===== src/fws_pkg.sv =====
// package for the flash write-status host controller
// assumes a byte-wide asynchronous flash on a parallel bus driven by this host
//
// Summary of operation
// - host reads the data byte twice and compares toggle bits before deciding.
// - if still toggling, host checks timing-limit flag and re-tests toggle bit.
// - still toggling after flag high means failure; host writes reset command.
// - polling that was abandoned restarts from the first toggle read.
// - after any timing-limit failure host writes the reset command.
// - host may skip timer flag only if extra commands come within 50 us.
// - after sector erase, host confirms by poll or toggle, then reads timer.
// - host reads timer flag before and after each extra sector command.
// - poll-bit reads use the program address or a selected-sector address.
// - reset command is needed to leave status once timing-limit flag is high.

package fws_pkg;

  localparam int unsigned CLK_HZ          = 40_000_000;
  localparam int unsigned ADDR_W          = 17;
  // bit positions within the status byte
  localparam int unsigned BIT_POLL        = 7;
  localparam int unsigned BIT_TOGGLE      = 6;
  localparam int unsigned BIT_TLIMIT      = 5;
  localparam int unsigned BIT_SETIMER     = 3;
  // bus strobe timing in cycles (25 ns each); the pulse must outlast the
  // four-edge input synchroniser, or the byte taken is the one before the strobe
  localparam int unsigned BUS_SETUP_CYC   = 1;
  localparam int unsigned BUS_PULSE_CYC   = 5;
  localparam int unsigned BUS_RECOV_CYC   = 2;
  // selection window of the sector erase sequence
  localparam int unsigned SE_WINDOW_US    = 50;
  localparam int unsigned SE_WINDOW_CYC   = (SE_WINDOW_US * (CLK_HZ / 1_000_000));
  // command code of the reset write
  localparam logic [7:0]  CMD_RESET       = 8'hF0;
  // register offsets of the software port
  localparam logic [3:0]  OFS_CTRL        = 4'h0;
  localparam logic [3:0]  OFS_ADDR        = 4'h1;
  localparam logic [3:0]  OFS_STATUS      = 4'h2;
  localparam logic [3:0]  OFS_LASTBYTE    = 4'h3;
  localparam logic [3:0]  OFS_TIMER       = 4'h4;
  // control bits
  localparam int unsigned CTRL_START      = 0;
  localparam int unsigned CTRL_TIMER      = 1;
  localparam int unsigned CTRL_ABORT      = 2;

  // one flash bus cycle request
  typedef struct packed {
    logic              wr;
    logic [ADDR_W-1:0] addr;
    logic [7:0]        data;
  } fws_req_s;

  // flash pins driven by the host
  typedef struct packed {
    logic              ce_n;
    logic              oe_n;
    logic              we_n;
    logic [ADDR_W-1:0] addr;
    logic [7:0]        dq_o;
    logic              dq_oe;
  } fws_pins_s;

  // outcome of a status poll
  typedef enum logic [1:0] {
    FWS_RES_BUSY,
    FWS_RES_DONE,
    FWS_RES_FAIL
  } fws_res_e;

  // toggle bit of two bytes differs
  function automatic logic fws_toggled(input logic [7:0] a, input logic [7:0] b);
    fws_toggled = a[BIT_TOGGLE] ^ b[BIT_TOGGLE];
  endfunction : fws_toggled

endpackage : fws_pkg


===== src/fws_bus_cycle.sv =====
// one asynchronous flash read or write cycle on the parallel pins
// assumes the data bus input is already synchronised by the caller
`timescale 1ns/100ps

module fws_bus_cycle
  import fws_pkg::*;
(
  input  wire logic      clk,
  input  wire logic      sys_rst,
  input  wire logic      req_valid,
  output logic           req_ready,
  input  wire fws_req_s  req,
  input  wire logic [7:0] dq_i,
  output fws_pins_s      pins,
  output logic           rsp_valid,
  output logic [7:0]     rsp_data
);

  typedef enum logic [1:0] {BC_IDLE, BC_SETUP, BC_PULSE, BC_RECOV} fws_bc_e;

  fws_bc_e    st_q, st_d;
  logic [3:0] cnt_q, cnt_d;
  fws_req_s   req_q, req_d;
  logic       rsp_valid_q, rsp_valid_d;
  logic [7:0] rsp_data_q, rsp_data_d;

  assign req_ready = (st_q == BC_IDLE);

  // next-state: setup, strobe pulse, then recovery with strobes high
  always_comb
  begin
    st_d        = st_q;
    cnt_d       = cnt_q;
    req_d       = req_q;
    rsp_valid_d = 1'b0;
    rsp_data_d  = rsp_data_q;
    unique case (st_q)
      BC_IDLE:
      begin
        if (req_valid)
        begin
          req_d = req;
          cnt_d = 4'(BUS_SETUP_CYC);
          st_d  = BC_SETUP;
        end
      end
      BC_SETUP:
      begin
        cnt_d = cnt_q - 4'h1;
        if (cnt_q == 4'h1)
        begin
          cnt_d = 4'(BUS_PULSE_CYC);
          st_d  = BC_PULSE;
        end
      end
      BC_PULSE:
      begin
        cnt_d = cnt_q - 4'h1;
        if (cnt_q == 4'h1)
        begin
          // sample late in the pulse; input path adds sync delay already
          rsp_data_d  = dq_i;
          rsp_valid_d = ~req_q.wr;
          cnt_d       = 4'(BUS_RECOV_CYC);
          st_d        = BC_RECOV;
        end
      end
      BC_RECOV:
      begin
        cnt_d = cnt_q - 4'h1;
        if (cnt_q == 4'h1)
          st_d = BC_IDLE;
      end
    endcase
  end

  always_ff @(posedge clk)
  begin
    if (sys_rst)
    begin
      st_q        <= BC_IDLE;
      cnt_q       <= 4'h0;
      req_q       <= '0;
      rsp_valid_q <= 1'b0;
      rsp_data_q  <= 8'h00;
    end
    else
    begin
      st_q        <= st_d;
      cnt_q       <= cnt_d;
      req_q       <= req_d;
      rsp_valid_q <= rsp_valid_d;
      rsp_data_q  <= rsp_data_d;
    end
  end

  // pins: chip select across setup and pulse, strobe only in pulse
  always_comb
  begin
    pins.ce_n  = ~((st_q == BC_SETUP) || (st_q == BC_PULSE));
    pins.oe_n  = ~((st_q == BC_PULSE) && !req_q.wr);
    pins.we_n  = ~((st_q == BC_PULSE) && req_q.wr);
    pins.addr  = req_q.addr;
    pins.dq_o  = req_q.data;
    pins.dq_oe = req_q.wr && (st_q != BC_IDLE);
  end

  assign rsp_valid = rsp_valid_q;
  assign rsp_data  = rsp_data_q;

endmodule : fws_bus_cycle


===== src/fws_status_host.sv =====
// host-side status poller for a byte-wide flash running an internal algorithm
// assumes software starts a poll after it has written a program or erase sequence
`timescale 1ns/100ps

module fws_status_host
  import fws_pkg::*;
(
  input  wire logic              clk,
  input  wire logic              sys_rst,
  // software port
  input  wire logic [3:0]        sw_addr,
  input  wire logic [31:0]       sw_wdata,
  input  wire logic              sw_wr,
  input  wire logic              sw_rd,
  output logic [31:0]            sw_rdata,
  // flash pins
  output logic                   fl_ce_n,
  output logic                   fl_oe_n,
  output logic                   fl_we_n,
  output logic [ADDR_W-1:0]      fl_addr,
  output logic [7:0]             fl_dq_o,
  output logic                   fl_dq_oe,
  input  wire logic [7:0]        fl_dq_i
);

  // ****************************************************************
  // input synchroniser
  // ****************************************************************
  logic [7:0] dq_s1_q, dq_s2_q, dq_s3_q, dq_q;

  // three stages; the byte is taken once stages two and three agree
  always_ff @(posedge clk)
  begin
    if (sys_rst)
    begin
      dq_s1_q <= 8'h00;
      dq_s2_q <= 8'h00;
      dq_s3_q <= 8'h00;
      dq_q    <= 8'h00;
    end
    else
    begin
      dq_s1_q <= fl_dq_i;
      dq_s2_q <= dq_s1_q;
      dq_s3_q <= dq_s2_q;
      if (dq_s2_q == dq_s3_q)
        dq_q <= dq_s3_q;
    end
  end

  // ****************************************************************
  // bus cycle engine
  // ****************************************************************
  logic       cyc_valid, cyc_ready, rsp_valid, rsp_raw;
  fws_req_s   cyc_req;
  logic [7:0] rsp_data;
  fws_pins_s  pins;

  fws_bus_cycle u_cyc
  (
    .clk       (clk),
    .sys_rst   (sys_rst),
    .req_valid (cyc_valid),
    .req_ready (cyc_ready),
    .req       (cyc_req),
    .dq_i      (dq_q),
    .pins      (pins),
    .rsp_valid (rsp_raw),
    .rsp_data  (rsp_data)
  );

  assign fl_ce_n  = pins.ce_n;
  assign fl_oe_n  = pins.oe_n;
  assign fl_we_n  = pins.we_n;
  assign fl_addr  = pins.addr;
  assign fl_dq_o  = pins.dq_o;
  assign fl_dq_oe = pins.dq_oe;

  // ****************************************************************
  // polling sequencer
  // ****************************************************************
  typedef enum logic [2:0] {
    PS_IDLE, PS_RD1, PS_RD2, PS_RECHK1, PS_RECHK2, PS_RESET, PS_TIMER
  } fws_ps_e;

  fws_ps_e           ps_q, ps_d;
  logic              issued_q, issued_d;
  logic [7:0]        first_q, first_d;
  logic [7:0]        last_q, last_d;
  fws_res_e          res_q, res_d;
  logic              timer_q, timer_d;
  logic [ADDR_W-1:0] vaddr_q, vaddr_d;

  wire start_cmd = sw_wr && (sw_addr == OFS_CTRL) && sw_wdata[CTRL_START];
  wire timer_cmd = sw_wr && (sw_addr == OFS_CTRL) && sw_wdata[CTRL_TIMER];
  wire abort_cmd = sw_wr && (sw_addr == OFS_CTRL) && sw_wdata[CTRL_ABORT];

  // an answer counts only for a read this poll issued; one still in flight
  // from an aborted poll would otherwise pose as the first read of the next
  assign rsp_valid = rsp_raw && issued_q;

  // each state but idle and reset issues one flash read and waits for its answer
  always_comb
  begin
    ps_d      = ps_q;
    issued_d  = issued_q;
    first_d   = first_q;
    last_d    = last_q;
    res_d     = res_q;
    timer_d   = timer_q;
    vaddr_d   = vaddr_q;
    cyc_valid = 1'b0;
    cyc_req   = '{wr: 1'b0, addr: vaddr_q, data: CMD_RESET};
    if (sw_wr && (sw_addr == OFS_ADDR))
      vaddr_d = sw_wdata[ADDR_W-1:0];
    if (ps_q != PS_IDLE && ps_q != PS_RESET && !issued_q)
    begin
      cyc_valid = 1'b1;
      issued_d  = cyc_ready;
    end
    unique case (ps_q)
      PS_IDLE:
      begin
        if (start_cmd)
        begin
          ps_d     = PS_RD1;
          issued_d = 1'b0;
          res_d    = FWS_RES_BUSY;
        end
        else if (timer_cmd)
        begin
          ps_d     = PS_TIMER;
          issued_d = 1'b0;
        end
      end
      PS_RD1:
      begin
        if (rsp_valid)
        begin
          first_d  = rsp_data;
          last_d   = rsp_data;
          issued_d = 1'b0;
          ps_d     = PS_RD2;
        end
      end
      PS_RD2, PS_RECHK2:
      begin
        if (rsp_valid)
        begin
          last_d   = rsp_data;
          issued_d = 1'b0;
          if (!fws_toggled(first_q, rsp_data))
          begin
            res_d = FWS_RES_DONE;
            ps_d  = PS_IDLE;
          end
          else if (ps_q == PS_RECHK2)
            ps_d = PS_RESET;
          else if (rsp_data[BIT_TLIMIT])
            ps_d = PS_RECHK1;
          else
          begin
            first_d = rsp_data;
            ps_d    = PS_RD2;
          end
        end
      end
      PS_RECHK1:
      begin
        if (rsp_valid)
        begin
          first_d  = rsp_data;
          last_d   = rsp_data;
          issued_d = 1'b0;
          ps_d     = PS_RECHK2;
        end
      end
      PS_RESET:
      begin
        cyc_valid = 1'b1;
        cyc_req   = '{wr: 1'b1, addr: vaddr_q, data: CMD_RESET};
        if (cyc_ready)
        begin
          res_d = FWS_RES_FAIL;
          ps_d  = PS_IDLE;
        end
      end
      PS_TIMER:
      begin
        if (rsp_valid)
        begin
          last_d   = rsp_data;
          timer_d  = rsp_data[BIT_SETIMER];
          issued_d = 1'b0;
          ps_d     = PS_IDLE;
        end
      end
    endcase
    // abandoning a poll; the next start begins at the first read again
    if (abort_cmd && ps_q != PS_RESET)
    begin
      ps_d     = PS_IDLE;
      issued_d = 1'b0;
    end
  end

  always_ff @(posedge clk)
  begin
    if (sys_rst)
    begin
      ps_q     <= PS_IDLE;
      issued_q <= 1'b0;
      first_q  <= 8'h00;
      last_q   <= 8'h00;
      res_q    <= FWS_RES_BUSY;
      timer_q  <= 1'b0;
      vaddr_q  <= '0;
    end
    else
    begin
      ps_q     <= ps_d;
      issued_q <= issued_d;
      first_q  <= first_d;
      last_q   <= last_d;
      res_q    <= res_d;
      timer_q  <= timer_d;
      vaddr_q  <= vaddr_d;
    end
  end

  // ****************************************************************
  // software read port
  // ****************************************************************
  logic [31:0] rdata_q, rdata_d;

  // read data appear the cycle after the strobe and only then
  always_comb
  begin
    rdata_d = 32'h0000_0000;
    if (sw_rd)
    begin
      unique case (sw_addr)
        OFS_ADDR:     rdata_d = 32'(vaddr_q);
        OFS_STATUS:   rdata_d = {28'h0, (ps_q != PS_IDLE), 1'b0, res_q};
        OFS_LASTBYTE: rdata_d = {24'h0, last_q};
        OFS_TIMER:    rdata_d = {31'h0, timer_q};
        default:      rdata_d = 32'h0000_0000;
      endcase
    end
  end

  always_ff @(posedge clk)
  begin
    if (sys_rst)
      rdata_q <= 32'h0000_0000;
    else
      rdata_q <= rdata_d;
  end

  assign sw_rdata = rdata_q;

endmodule : fws_status_host


===== config.mk =====
export PLATFORM = sky130hd
export DESIGN_NAME = fws_status_host
export DESIGN_NICKNAME = d
export VERILOG_FILES = /design/src/fws_pkg.sv /design/src/fws_bus_cycle.sv /design/src/fws_status_host.sv
export SDC_FILE = /design/constraint.sdc
export NUM_CORES = 1
export LEC_CHECK = 0
export BUFFER_PORTS_ARGS = -buffer_cell sky130_fd_sc_hd__buf_2
export CAP_MARGIN = 20
export CORE_UTILIZATION = 40
export DETAILED_ROUTE_END_ITERATION = 12
export PLACE_DENSITY = 0.65
export SYNTH_ARGS = -nofsm -noshare
export SYNTH_HDL_FRONTEND = slang
export SYNTH_HIERARCHICAL = 1
export SYNTH_SLANG_ARGS = --single-unit
export TNS_END_PERCENT = 5

===== constraint.sdc =====
create_clock -name clk -period 1.8 [get_ports clk]
set_input_delay 0.27 -clock clk [delete_from_list [all_inputs] [get_ports clk]]
set_output_delay 0.27 -clock clk [all_outputs]
set_load 0.01 [all_outputs]

Word level (Yosys, flattened, before mapping). Cells that the tools add are included.

Register bits: 144. Bits in latches: 0. Bits in writable memories: 0. Memory bits (read-only): 0. Output and inout port bits: 61. Memories: 0.

Add/subtract/negate cells: 1. Multiply operators: 0. Div/mod/pow operators: 0. Magnitude comparators: 0. Equality and inequality tests: 32. Shifts and indexed selects: 0. Mux-type cells: 40. Bitwise logic cells: 8. Reductions and logical operators: 36.

Operator list (number): 17-bit one-hot mux with 4 select lines (1); 7-bit 2-to-1 mux (5); 3-bit 2-to-1 mux (9); 26-bit 2-to-1 mux (1); 2-bit != test (second input constant) (11); 3-bit one-hot mux with 6 select lines (1); 2-bit 2-to-1 mux (8); 4-bit one-hot mux with 4 select lines (1); 7-bit one-hot mux with 2 select lines (1); 1-bit logical AND (12); 4-bit 2-to-1 mux (3); 6-bit AND reduction (2); 3-bit == test (second input constant) (3); 4-bit by 1-bit == test with 1-bit output (second input constant) (2); 4-bit by 2-bit == test with 1-bit output (second input constant) (2); 8-bit == test (1); 2-bit by 1-bit != test with 1-bit output (second input constant) (4); 2-bit one-hot mux with 4 select lines (1); 2-bit AND reduction (4); 2-bit OR reduction (4); 1-bit 2-to-1 mux (7); 1-bit NOT (7); 3-bit by 2-bit == test with 1-bit output (second input constant) (2); 3-bit != test (second input constant) (2); other kinds (19) (23).

Depth between registers and ports, before layout. Gate-level depths: netlist (run 1).

Depth after elaboration: 7. Mapped depth: 9.

By module. The synthesis (run 1) kept the hierarchy.

By module, submodules not included: fws_status_host (times used 1, cells each 362, area an instance 3362.0 µm²); fws_bus_cycle (times used 1, cells each 230, area an instance 1836.8 µm²).

Worst setup path after synthesis (run 1). OpenSTA, ideal clock, no wires.

Kind: register -> register. Start point: register ps_q[0]. End point: register u_cyc.req_q, in the netlist u_cyc/pins[12]. Arrival: 1.641 ns. Data required time: 1.730 ns. Setup slack: 0.089 ns. Cell stages (with the launch flop): 9. Buffers on the path: 3. Period minus slack after synthesis: 1.711 ns. Path through: dfxtp_1 clkbuf_1 nor3_1 o21ai_0 and2_1 buf_2 buf_2 nand2_1 a21oi_1.

Longest elaborated chain between the ends: 6.

RTL lines: from (decl) (line fws_status_host.sv:86) `fws_ps_e ps_q, ps_d;`; from (signal assigned) (line fws_status_host.sv:221) `ps_q <= ps_d;`; 3-bit != test or 3-bit nonzero test (tied branches) (line fws_status_host.sv:116) `if (ps_q != PS_IDLE && ps_q != PS_RESET && !issued_q)`; 1-bit logical AND (2 in series) (line fws_status_host.sv:116); 1-bit 2-to-1 mux (line fws_status_host.sv:116); 1-bit 2-to-1 mux * (line fws_status_host.sv:121) `unique case (ps_q)`; via cyc_valid (line fws_status_host.sv:54) `logic cyc_valid, cyc_ready, rsp_valid, rsp_raw;`; 2-bit AND reduction (no line) *; to (signal assigned) (line fws_bus_cycle.sv:91) `req_q <= req_d;`; to (decl) (line fws_bus_cycle.sv:23) `fws_req_s req_q, req_d;`.

The timed path passes the listed nets; every way through them passes the cells marked *. A chain may end at the register's enable or synchronous reset.

Final worst setup path (run 1).
Start point: register u_cyc.st_q[0]. End point: output fl_dq_oe.

Longest elaborated chain between the ends: 2.

RTL lines: from (decl) (line fws_bus_cycle.sv:21) `fws_bc_e st_q, st_d;`; from (signal assigned) (line fws_bus_cycle.sv:89) `st_q <= st_d;`; 2-bit nonzero test (line fws_bus_cycle.sv:105) `pins.dq_oe = req_q.wr && (st_q != BC_IDLE);`; 1-bit logical AND (line fws_bus_cycle.sv:105); to (decl) (line fws_status_host.sv:22) `output logic fl_dq_oe,`.

Every way passes these cells.

==> summary.txt, run 1 <==
Routing
  • Detailed-route vias per instance: 4.835
  • Post-route DRC: 0
  • Routed wire per std cell: 12.64 um
  • Post-Route WL: 10.66 mm
  • Via count: 4081
  • Detailed-routing iteration count for the pre-antenna-repair pass: 5
  • 1st-iter DRT viols: 267
  • Remaining antenna violation count after routing: 0

Clock tree
  • Post-CTS Setup Repair Bufs: 0
  • Quantity of hold-fixing buffers added after cts: 0
  • TritonCTS clock tree: built
  • H-tree depth: 4
  • TritonCTS Buffers: 17
  • Clock transition at the registers of the reported paths: 0.05 ns
  • Clock buffer depth: 2
  • Clock tree root buffer cell: sky130_fd_sc_hd__clkbuf_16
  • Number of sinks handled by clock tree synthesis: 123
  • Clock latency on the worst-skew pair: 0.41 ns

Outcome
  • Status: completed

Cells and area
  • ANT cells: 0
  • Final nets: 715
  • Area Overhead vs Synth: 20.43%
  • Fraction of final layout cells with drive strength greater than 1: 23.07%
  • Final core occ: 49.41%

Logic synthesis
  • Syn_area_per_cell: 8.782 sq um
  • Number of warnings printed during yosys synthesis: 6
  • Synth Cell Area: 5199 sq um
  • Instance count of the mapped netlist: 592
  • Main area contributors after synthesis: sky130_fd_sc_hd__dfxtp_1 47%, sky130_fd_sc_hd__nand2_1 7.8%, sky130_fd_sc_hd__a21oi_1 6.3%
  • Portion of the post-synthesis area used by sequential elements: 47.36%
  • Cell taking the most area after synthesis: sky130_fd_sc_hd__dfxtp_1
  • Number of enable flip-flop cells after synthesis: 0
  • Most used DFF post-synth: sky130_fd_sc_hd__dfxtp_1
  • Number of synthesized register bits: 123
  • Post-synth top area share: 47.36%
  • Proportion of synthesized flip-flops having asynchronous set or reset: 0%
  • Count of unique library cells instantiated by Yosys: 60

Floorplan
  • Top-level I/O count: 109
  • Die Ht: 116.0 um
  • Area of the die: 13460 sq um
  • X dimension of the die: 116.0 um
  • Initial Util: 41.03%
  • Num rows: 41
  • Area inside the core boundary: 12670 sq um

Pwr
  • Static Leakage: 2.516 nW
  • Power density relative to cell area: 1397 nW/um^2
  • Maximum VDD drop: 0.0007288 V

Global route
  • Global router's overall resource usage: 16.56%
  • Vias in the first global route: 3668
  • Total congestion overflow: 0
  • Number of antenna violations at the first check in global routing: 0
  • Pin count of the biggest net entering global routing: 45
  • Global-route wire length before repair: 16.90 mm

Timing
  • Final number of hold-violating endpoints: 0
  • Setup Skew: 0.004955 ns
  • Max Clk Rate: 0.5807 GHz
  • Fin worst setup slack: 0.07790 ns
  • Final cycle utilization of the critical path: 95.67%
  • Finish-stage setup viols: 0
  • Unrepaired setup endpoints after global routing: yes
  • Max-slew violation count: 0
  • Final period demand of the worst path: 1.722 ns

Placed design
  • Last weighted congestion value of the routability-driven placer: 0.8024
  • Hpwl dp: 7.487 mm
  • Port Buffers: 78
  • Placement-stage worst setup slack: 0.08763 ns

Setup path
  • Data required time at the worst endpoint: 1.53 ns
  • Worst endpoint data arrival time: 1.45 ns
  • Nature of the critical path endpoint: output port
  • Crit Path Class: reg -> out
  • Maximum fanout count along the critical path: 13
  • Element type at the critical path start: flip-flop

Min path
  • Worst min-delay path category: in -> reg

Job
  • Max capacitance violation total: 0
cells by family after synthesis:
group,count (synthesis),synth area share [%]
compound gates,119,14.10
xor+xnor,14,2.359
fa+ha+maj,8,1.925
buf+inv,88,9.820
flops,123,47.36
mux,13,2.551
other cells,2,0.1445
simple gates,225,21.73
cell type report:
cell class / instances / area [sq um]
repair buffers: 103 / 606.8
clock buffers: 20 / 436.7
fillers: 1192 / 6410
well taps: 172 / 215.2
inverters: 12 / 45.04
clock inverters: 12 / 172.7
flip-flops and latches: 123 / 2467
multi-input cells: 402 / 2317
critical path, stage by stage, from the launching register on:
cell,delay [ns]
sky130_fd_sc_hd__dfxtp_2,0.33
sky130_fd_sc_hd__inv_1,0.11
sky130_fd_sc_hd__ha_2,0.24
sky130_fd_sc_hd__buf_6,0.17
sky130_fd_sc_hd__nor2b_1,0.05
sky130_fd_sc_hd__buf_2,0.14
cells in the mapped netlist, types with 5 or more instances:
library cell / number
sky130_fd_sc_hd__inv_1: 12
sky130_fd_sc_hd__nor2b_1: 26
sky130_fd_sc_hd__a22oi_1: 7
sky130_fd_sc_hd__buf_2: 12
sky130_fd_sc_hd__o21ai_0: 15
sky130_fd_sc_hd__nor2_1: 22
sky130_fd_sc_hd__ha_1: 8
sky130_fd_sc_hd__clkbuf_1: 21
sky130_fd_sc_hd__nor3_1: 9
sky130_fd_sc_hd__mux2i_1: 11
sky130_fd_sc_hd__nand2b_1: 5
sky130_fd_sc_hd__dfxtp_1: 123
sky130_fd_sc_hd__a21oi_1: 65
sky130_fd_sc_hd__buf_4: 42
sky130_fd_sc_hd__xnor2_1: 12
sky130_fd_sc_hd__and2_1: 12
sky130_fd_sc_hd__nand2_1: 108
sky130_fd_sc_hd__nand3_1: 9
worst paths after layout:
kind	from	end	slack (ns)	depth (start not counted)
max	u_cyc/st_q[0]$_SDFFE_PP0P_	fl_dq_oe	0.08	5
min	fl_dq_i[0]	dq_s1_q[0]$_SDFF_PP0_	0.07	2
max reg2reg	u_cyc/cnt_q[0]$_SDFFE_PP0P_	u_cyc/cnt_q[2]$_SDFFE_PP0P_	0.09	5
min reg2reg	dq_s1_q[0]$_SDFF_PP0_	dq_s2_q[0]$_SDFF_PP0_	0.43	1
through the flow:
stage                       TNS (ns)  instances  total power [mW]  hold slack, ns  cell area, sq um
after floorplan                    0        613             4.637          0.3485              5278
after global placement             0        812             5.161          0.4195              5630
after global routing      -0.0002387        844             9.198         0.05488              6261
after detailed placement           0        812             5.213          0.4253              5630
after CTS                          0        844             8.724         0.04869              6243
final                              0        844             8.744         0.06841              6261
registers in the layout, indices dropped and copies added, names as in the netlist, 2 cells and up:
signal	cells
dq_s2_q	8
u_cyc/st_q	2
vaddr_q	17
u_cyc/rsp_data	8
dq_s3_q	8
res_q	2
u_cyc/cnt_q	4
u_cyc/pins	25
sw_rdata	17
ps_q	3
last_q	8
dq_s1_q	8
dq_q	8
routing by layer:
layer  up-vias  wire length [um]  share of wire [%]  GRT usage, %
li1       2067                 -                  -             -
met1      1888              4822                 45         19.14
met2       116              5160                 48         27.58
met3        10               553                5.2         6.590
met4         0               128                1.2         6.154
met5         -                 0                  0             0
placed cells by master, fill, tap and decap left out, types with 4 or more instances in the layout:
master and n:
sky130_fd_sc_hd__nand2_1 108, sky130_fd_sc_hd__inv_1 12, sky130_fd_sc_hd__clkinv_2 4, sky130_fd_sc_hd__a21oi_1 65, sky130_fd_sc_hd__xnor2_1 12, sky130_fd_sc_hd__buf_4 22, sky130_fd_sc_hd__nor2b_1 26, sky130_fd_sc_hd__dfxtp_2 4
sky130_fd_sc_hd__nand2b_1 5, sky130_fd_sc_hd__a22oi_1 7, sky130_fd_sc_hd__dfxtp_1 119, sky130_fd_sc_hd__o21ai_0 14, sky130_fd_sc_hd__mux2i_1 11, sky130_fd_sc_hd__nand3_1 9, sky130_fd_sc_hd__ha_1 6, sky130_fd_sc_hd__nor3_1 9
sky130_fd_sc_hd__nor4_1 4, sky130_fd_sc_hd__nor2_1 22, sky130_fd_sc_hd__buf_2 78, sky130_fd_sc_hd__conb_1 23, sky130_fd_sc_hd__clkbuf_16 17, sky130_fd_sc_hd__a211oi_1 4, sky130_fd_sc_hd__bufinv_16 4, sky130_fd_sc_hd__and2_1 12
repair_timing:
item	in CTS	in global routing
setup endpoints to repair	1	39
cloned	0	0
gates resized for setup	2	7
power by group:
part	internal (mW)	leakage, nW	total, mW	switching [mW]
Clock	2.31	0.294	3.48	1.17
Sequential	2.91	0.999	3.07	0.154
Combinational	0.921	1.22	2.20	1.28
(Power assumes the default switching activity.)
==> inputs of run 2 (changes only) <==
--- a/config.mk
+++ b/config.mk
@@ -9,7 +9,7 @@
 export CAP_MARGIN = 20
 export CORE_UTILIZATION = 40
 export DETAILED_ROUTE_END_ITERATION = 12
-export PLACE_DENSITY = 0.65
+export PLACE_DENSITY = 0.62
 export SYNTH_ARGS = -nofsm -noshare
 export SYNTH_HDL_FRONTEND = slang
 export SYNTH_HIERARCHICAL = 1
==> constraint.sdc (replaced) <==
create_clock -name clk -period 1.9 [get_ports clk]
set_input_delay 0.285 -clock clk [delete_from_list [all_inputs] [get_ports clk]]
set_output_delay 0.285 -clock clk [all_outputs]
set_load 0.01 [all_outputs]
==> summary.txt, run 2 (synthesis gave the netlist of run 1 again) <==
Timing
  • Unrepaired setup endpoints after global routing: yes
  • Final period demand of the worst path: 1.820 ns
  • Max Clk Rate: 0.5493 GHz
  • Setup Skew: 0.008662 ns (+0.003707 ns)
  • Max-slew violation count: 0 (unchanged)
  • Final-layout setup total negative slack: 0 ns (unchanged)
  • Finish-stage setup viols: 0 (unchanged)
  • Slew at the pin closest to its max-slew limit: 0.5537 ns
  • Fin worst setup slack: 0.07954 ns (+0.001639 ns)
  • Worst rel slew slack: 62.97%
  • Final cycle utilization of the critical path: 95.81%
  • Final number of hold-violating endpoints: 0 (unchanged)

Cells and area
  • Most common cell after layout, fill and taps aside: sky130_fd_sc_hd__dfxtp_1
  • ANT cells: 0 (unchanged)
  • # fillers: 1199 (+0.59%)
  • Final core occ: 48.95% (-0.46 points)
  • Max FFs per register: 25 (unchanged)
  • Fraction of final layout cells with drive strength greater than 1: 22.47% (-0.59 points)
  • Commonest cells after routing, fill and taps aside: 121 x sky130_fd_sc_hd__dfxtp_1, 108 x sky130_fd_sc_hd__nand2_1, 77 x sky130_fd_sc_hd__buf_2
  • Area Overhead vs Synth: 19.30%
  • Final nets: 707 (-1.1%)

Routing
  • Post-route DRC: 0 (unchanged)
  • Routed wire per std cell: 12.83 um (+1.6%)
  • Detailed-routing iteration count for the pre-antenna-repair pass: 4 (-1)
  • Detailed-route vias per instance: 4.831 (about the same)
  • Post-Route WL: 10.72 mm (+0.49%)
  • Via count: 4034 (-1.2%)
  • 1st-iter DRT viols: 310 (+16%)
  • Remaining antenna violation count after routing: 0 (unchanged)

Clock tree
  • Clock transition at the registers of the reported paths: 0.06 ns (about the same)
  • TritonCTS clock tree: built
  • Clock latency on the worst-skew pair: 0.42 ns (about the same)
  • Number of sinks handled by clock tree synthesis: 123 (unchanged)
  • Post-CTS Setup Repair Bufs: 0 (unchanged)
  • Clock buffer depth: 2 (unchanged)
  • TritonCTS Buffers: 17 (unchanged)
  • H-tree depth: 4 (unchanged)
  • Number of gates resized after cts: 1 (-1)
  • Clock tree root buffer cell: sky130_fd_sc_hd__clkbuf_16
  • Quantity of hold-fixing buffers added after cts: 0 (unchanged)

Global route
  • Vias in the first global route: 3773 (+2.9%)
  • Number of antenna violations at the first check in global routing: 0 (unchanged)
  • Total congestion overflow: 0 (unchanged)
  • Pin count of the biggest net entering global routing: 44 (-2.2%)
  • Global-route wire length before repair: 17.32 mm (+2.5%)
  • Global router's overall resource usage: 16.74% (+0.19 points)

Floorplan
  • Top-level I/O count: 109 (unchanged)
  • Initial Util: 41.03% (unchanged)
  • Num rows: 41 (unchanged)
  • Area of the die: 13460 sq um (unchanged)
  • Area inside the core boundary: 12670 sq um (unchanged)
  • X dimension of the die: 116.0 um (unchanged)
  • Die Ht: 116.0 um (unchanged)

Pwr
  • Internal portion of total power: 5.678 mW (-7.5%)
  • Clock share of power: 40.2% (+0.4 points)
  • Maximum VDD drop: 0.0008057 V (+11%)
  • Power density relative to cell area: 1313 nW/um^2 (-6.0%)
  • Switching part of the total power: 30.25% (+0.45 points)
  • Proportion of power drawn by flip-flops and latches: 35.8% (+0.7 points)
  • Net switching power: 2.463 mW (-5.5%)
  • Power share of the combinational group: 24.0% (-1.2 points)
  • Static Leakage: 2.473 nW (-1.7%)

Setup path
  • Nature of the critical path endpoint: flip-flop
  • Maximum fanout count along the critical path: 11 (-2)
  • Data required time at the worst endpoint: 2.20 ns (+0.67 ns)
  • Crit Path Class: reg -> reg
  • FF-to-FF path depth: 5 (unchanged)
  • Element type at the critical path start: flip-flop
  • Reg-to-reg slack, setup: 0.08 ns (about the same)
  • Crit Reg-Reg Endpoint: ps_q[1]$_SDFFE_PP0P_
  • Worst endpoint data arrival time: 2.12 ns (+0.67 ns)
  • Reg2Reg Launch Point: ps_q[2]$_SDFFE_PP0P_

Placed design
  • Hpwl dp: 7.440 mm (-0.63%)
  • Placement-stage worst setup slack: 0.05144 ns (-0.03619 ns)
  • Port Buffers: 78 (unchanged)
  • Last weighted congestion value of the routability-driven placer: 0.7819 (-2.6%)

Min path
  • Worst min-delay path category: in -> reg
  • Hold Path Sink: dq_s1_q[4]$_SDFF_PP0_
  • Number of cells traversed by the worst hold path: 2 (unchanged)
  • Launch instance of the worst min-delay path: fl_dq_i[4]

Job
  • Max capacitance violation total: 0 (unchanged)

Outcome
  • Status: completed
==> run 2: cell count changes in the layout (fill, tap and decap cells not counted), sizes merged <==
| cell | delta |
|---|---|
| clkinv | -2 |
| clkinvlp | +2 |
| buf | -8 |
| bufinv | -1 |
==> run 2: worst max path at each step <==
stage                          startpoint  cells after the start  slack, ns                     endpoint
6_report             ps_q[2]$_SDFFE_PP0P_                      5       0.08         ps_q[1]$_SDFFE_PP0P_
5_1_grt        u_cyc/st_q[1]$_SDFFE_PP0P_                      5      0.004                     fl_dq_oe
4_1_cts        u_cyc/st_q[0]$_SDFFE_PP0P_                      5       0.01                     fl_dq_oe
3_5_place_dp         ps_q[2]$_SDFFE_PP0P_                      5       0.05         ps_q[1]$_SDFFE_PP0P_
3_3_place_gp         ps_q[2]$_SDFFE_PP0P_                      5       0.12         ps_q[1]$_SDFFE_PP0P_
2_1_floorplan        ps_q[0]$_SDFFE_PP0P_                      8       0.19  u_cyc/pins[12]$_SDFFE_PP0P_
==> run 2: power by group through the flow <==
stage	clock (mW)	combinational, mW	sequential, mW
after floorplan	0	1.51	2.89
after global placement	0	1.83	2.95
after detailed placement	0	1.90	2.96
after CTS	3.33	1.92	2.90
after global routing	3.46	2.16	2.94
final	3.28	1.95	2.91
==> run 2: metrics by stage <==
step	area [sq um]	power, mW	cells	hold WS [ns]
2_1_floorplan	5278	4.393	613	0.3635
3_3_place_gp	5573	4.782	804	0.4179
3_5_place_dp	5573	4.856	804	0.4253
4_1_cts	6187	8.150	835	0.06825
5_1_grt	6202	8.551	835	0.07233
6_report	6202	8.141	835	0.07712
==> run 2: layer usage <==
metal / track usage (%) / part of all wire, %
met5: 0 / 0
met4: 7.265 / 1.3
met3: 5.962 / 5.4
met2: 27.42 / 47
met1: 19.78 / 46
==> run 2: layout make-up <==
cell class / count / area (sq um) / share of cell area [%]
well taps: 172 / 215.2 / 3.470
multi-input cells: 402 / 2317 / 37.36
repair buffers: 95 / 549.3 / 8.856
clock inverters: 11 / 143.9 / 2.320
clock buffers: 20 / 466.7 / 7.525
inverters: 12 / 45.04 / 0.7262
flip-flops and latches: 123 / 2465 / 39.74
==> run 2: critical path, cell delays in order, from the launching register on <==
cell                      delay (ns)
sky130_fd_sc_hd__dfxtp_1        0.43
sky130_fd_sc_hd__buf_4          0.23
sky130_fd_sc_hd__nor2_2         0.17
sky130_fd_sc_hd__nor3_1         0.13
sky130_fd_sc_hd__or3_1          0.39
sky130_fd_sc_hd__o311a_1        0.36
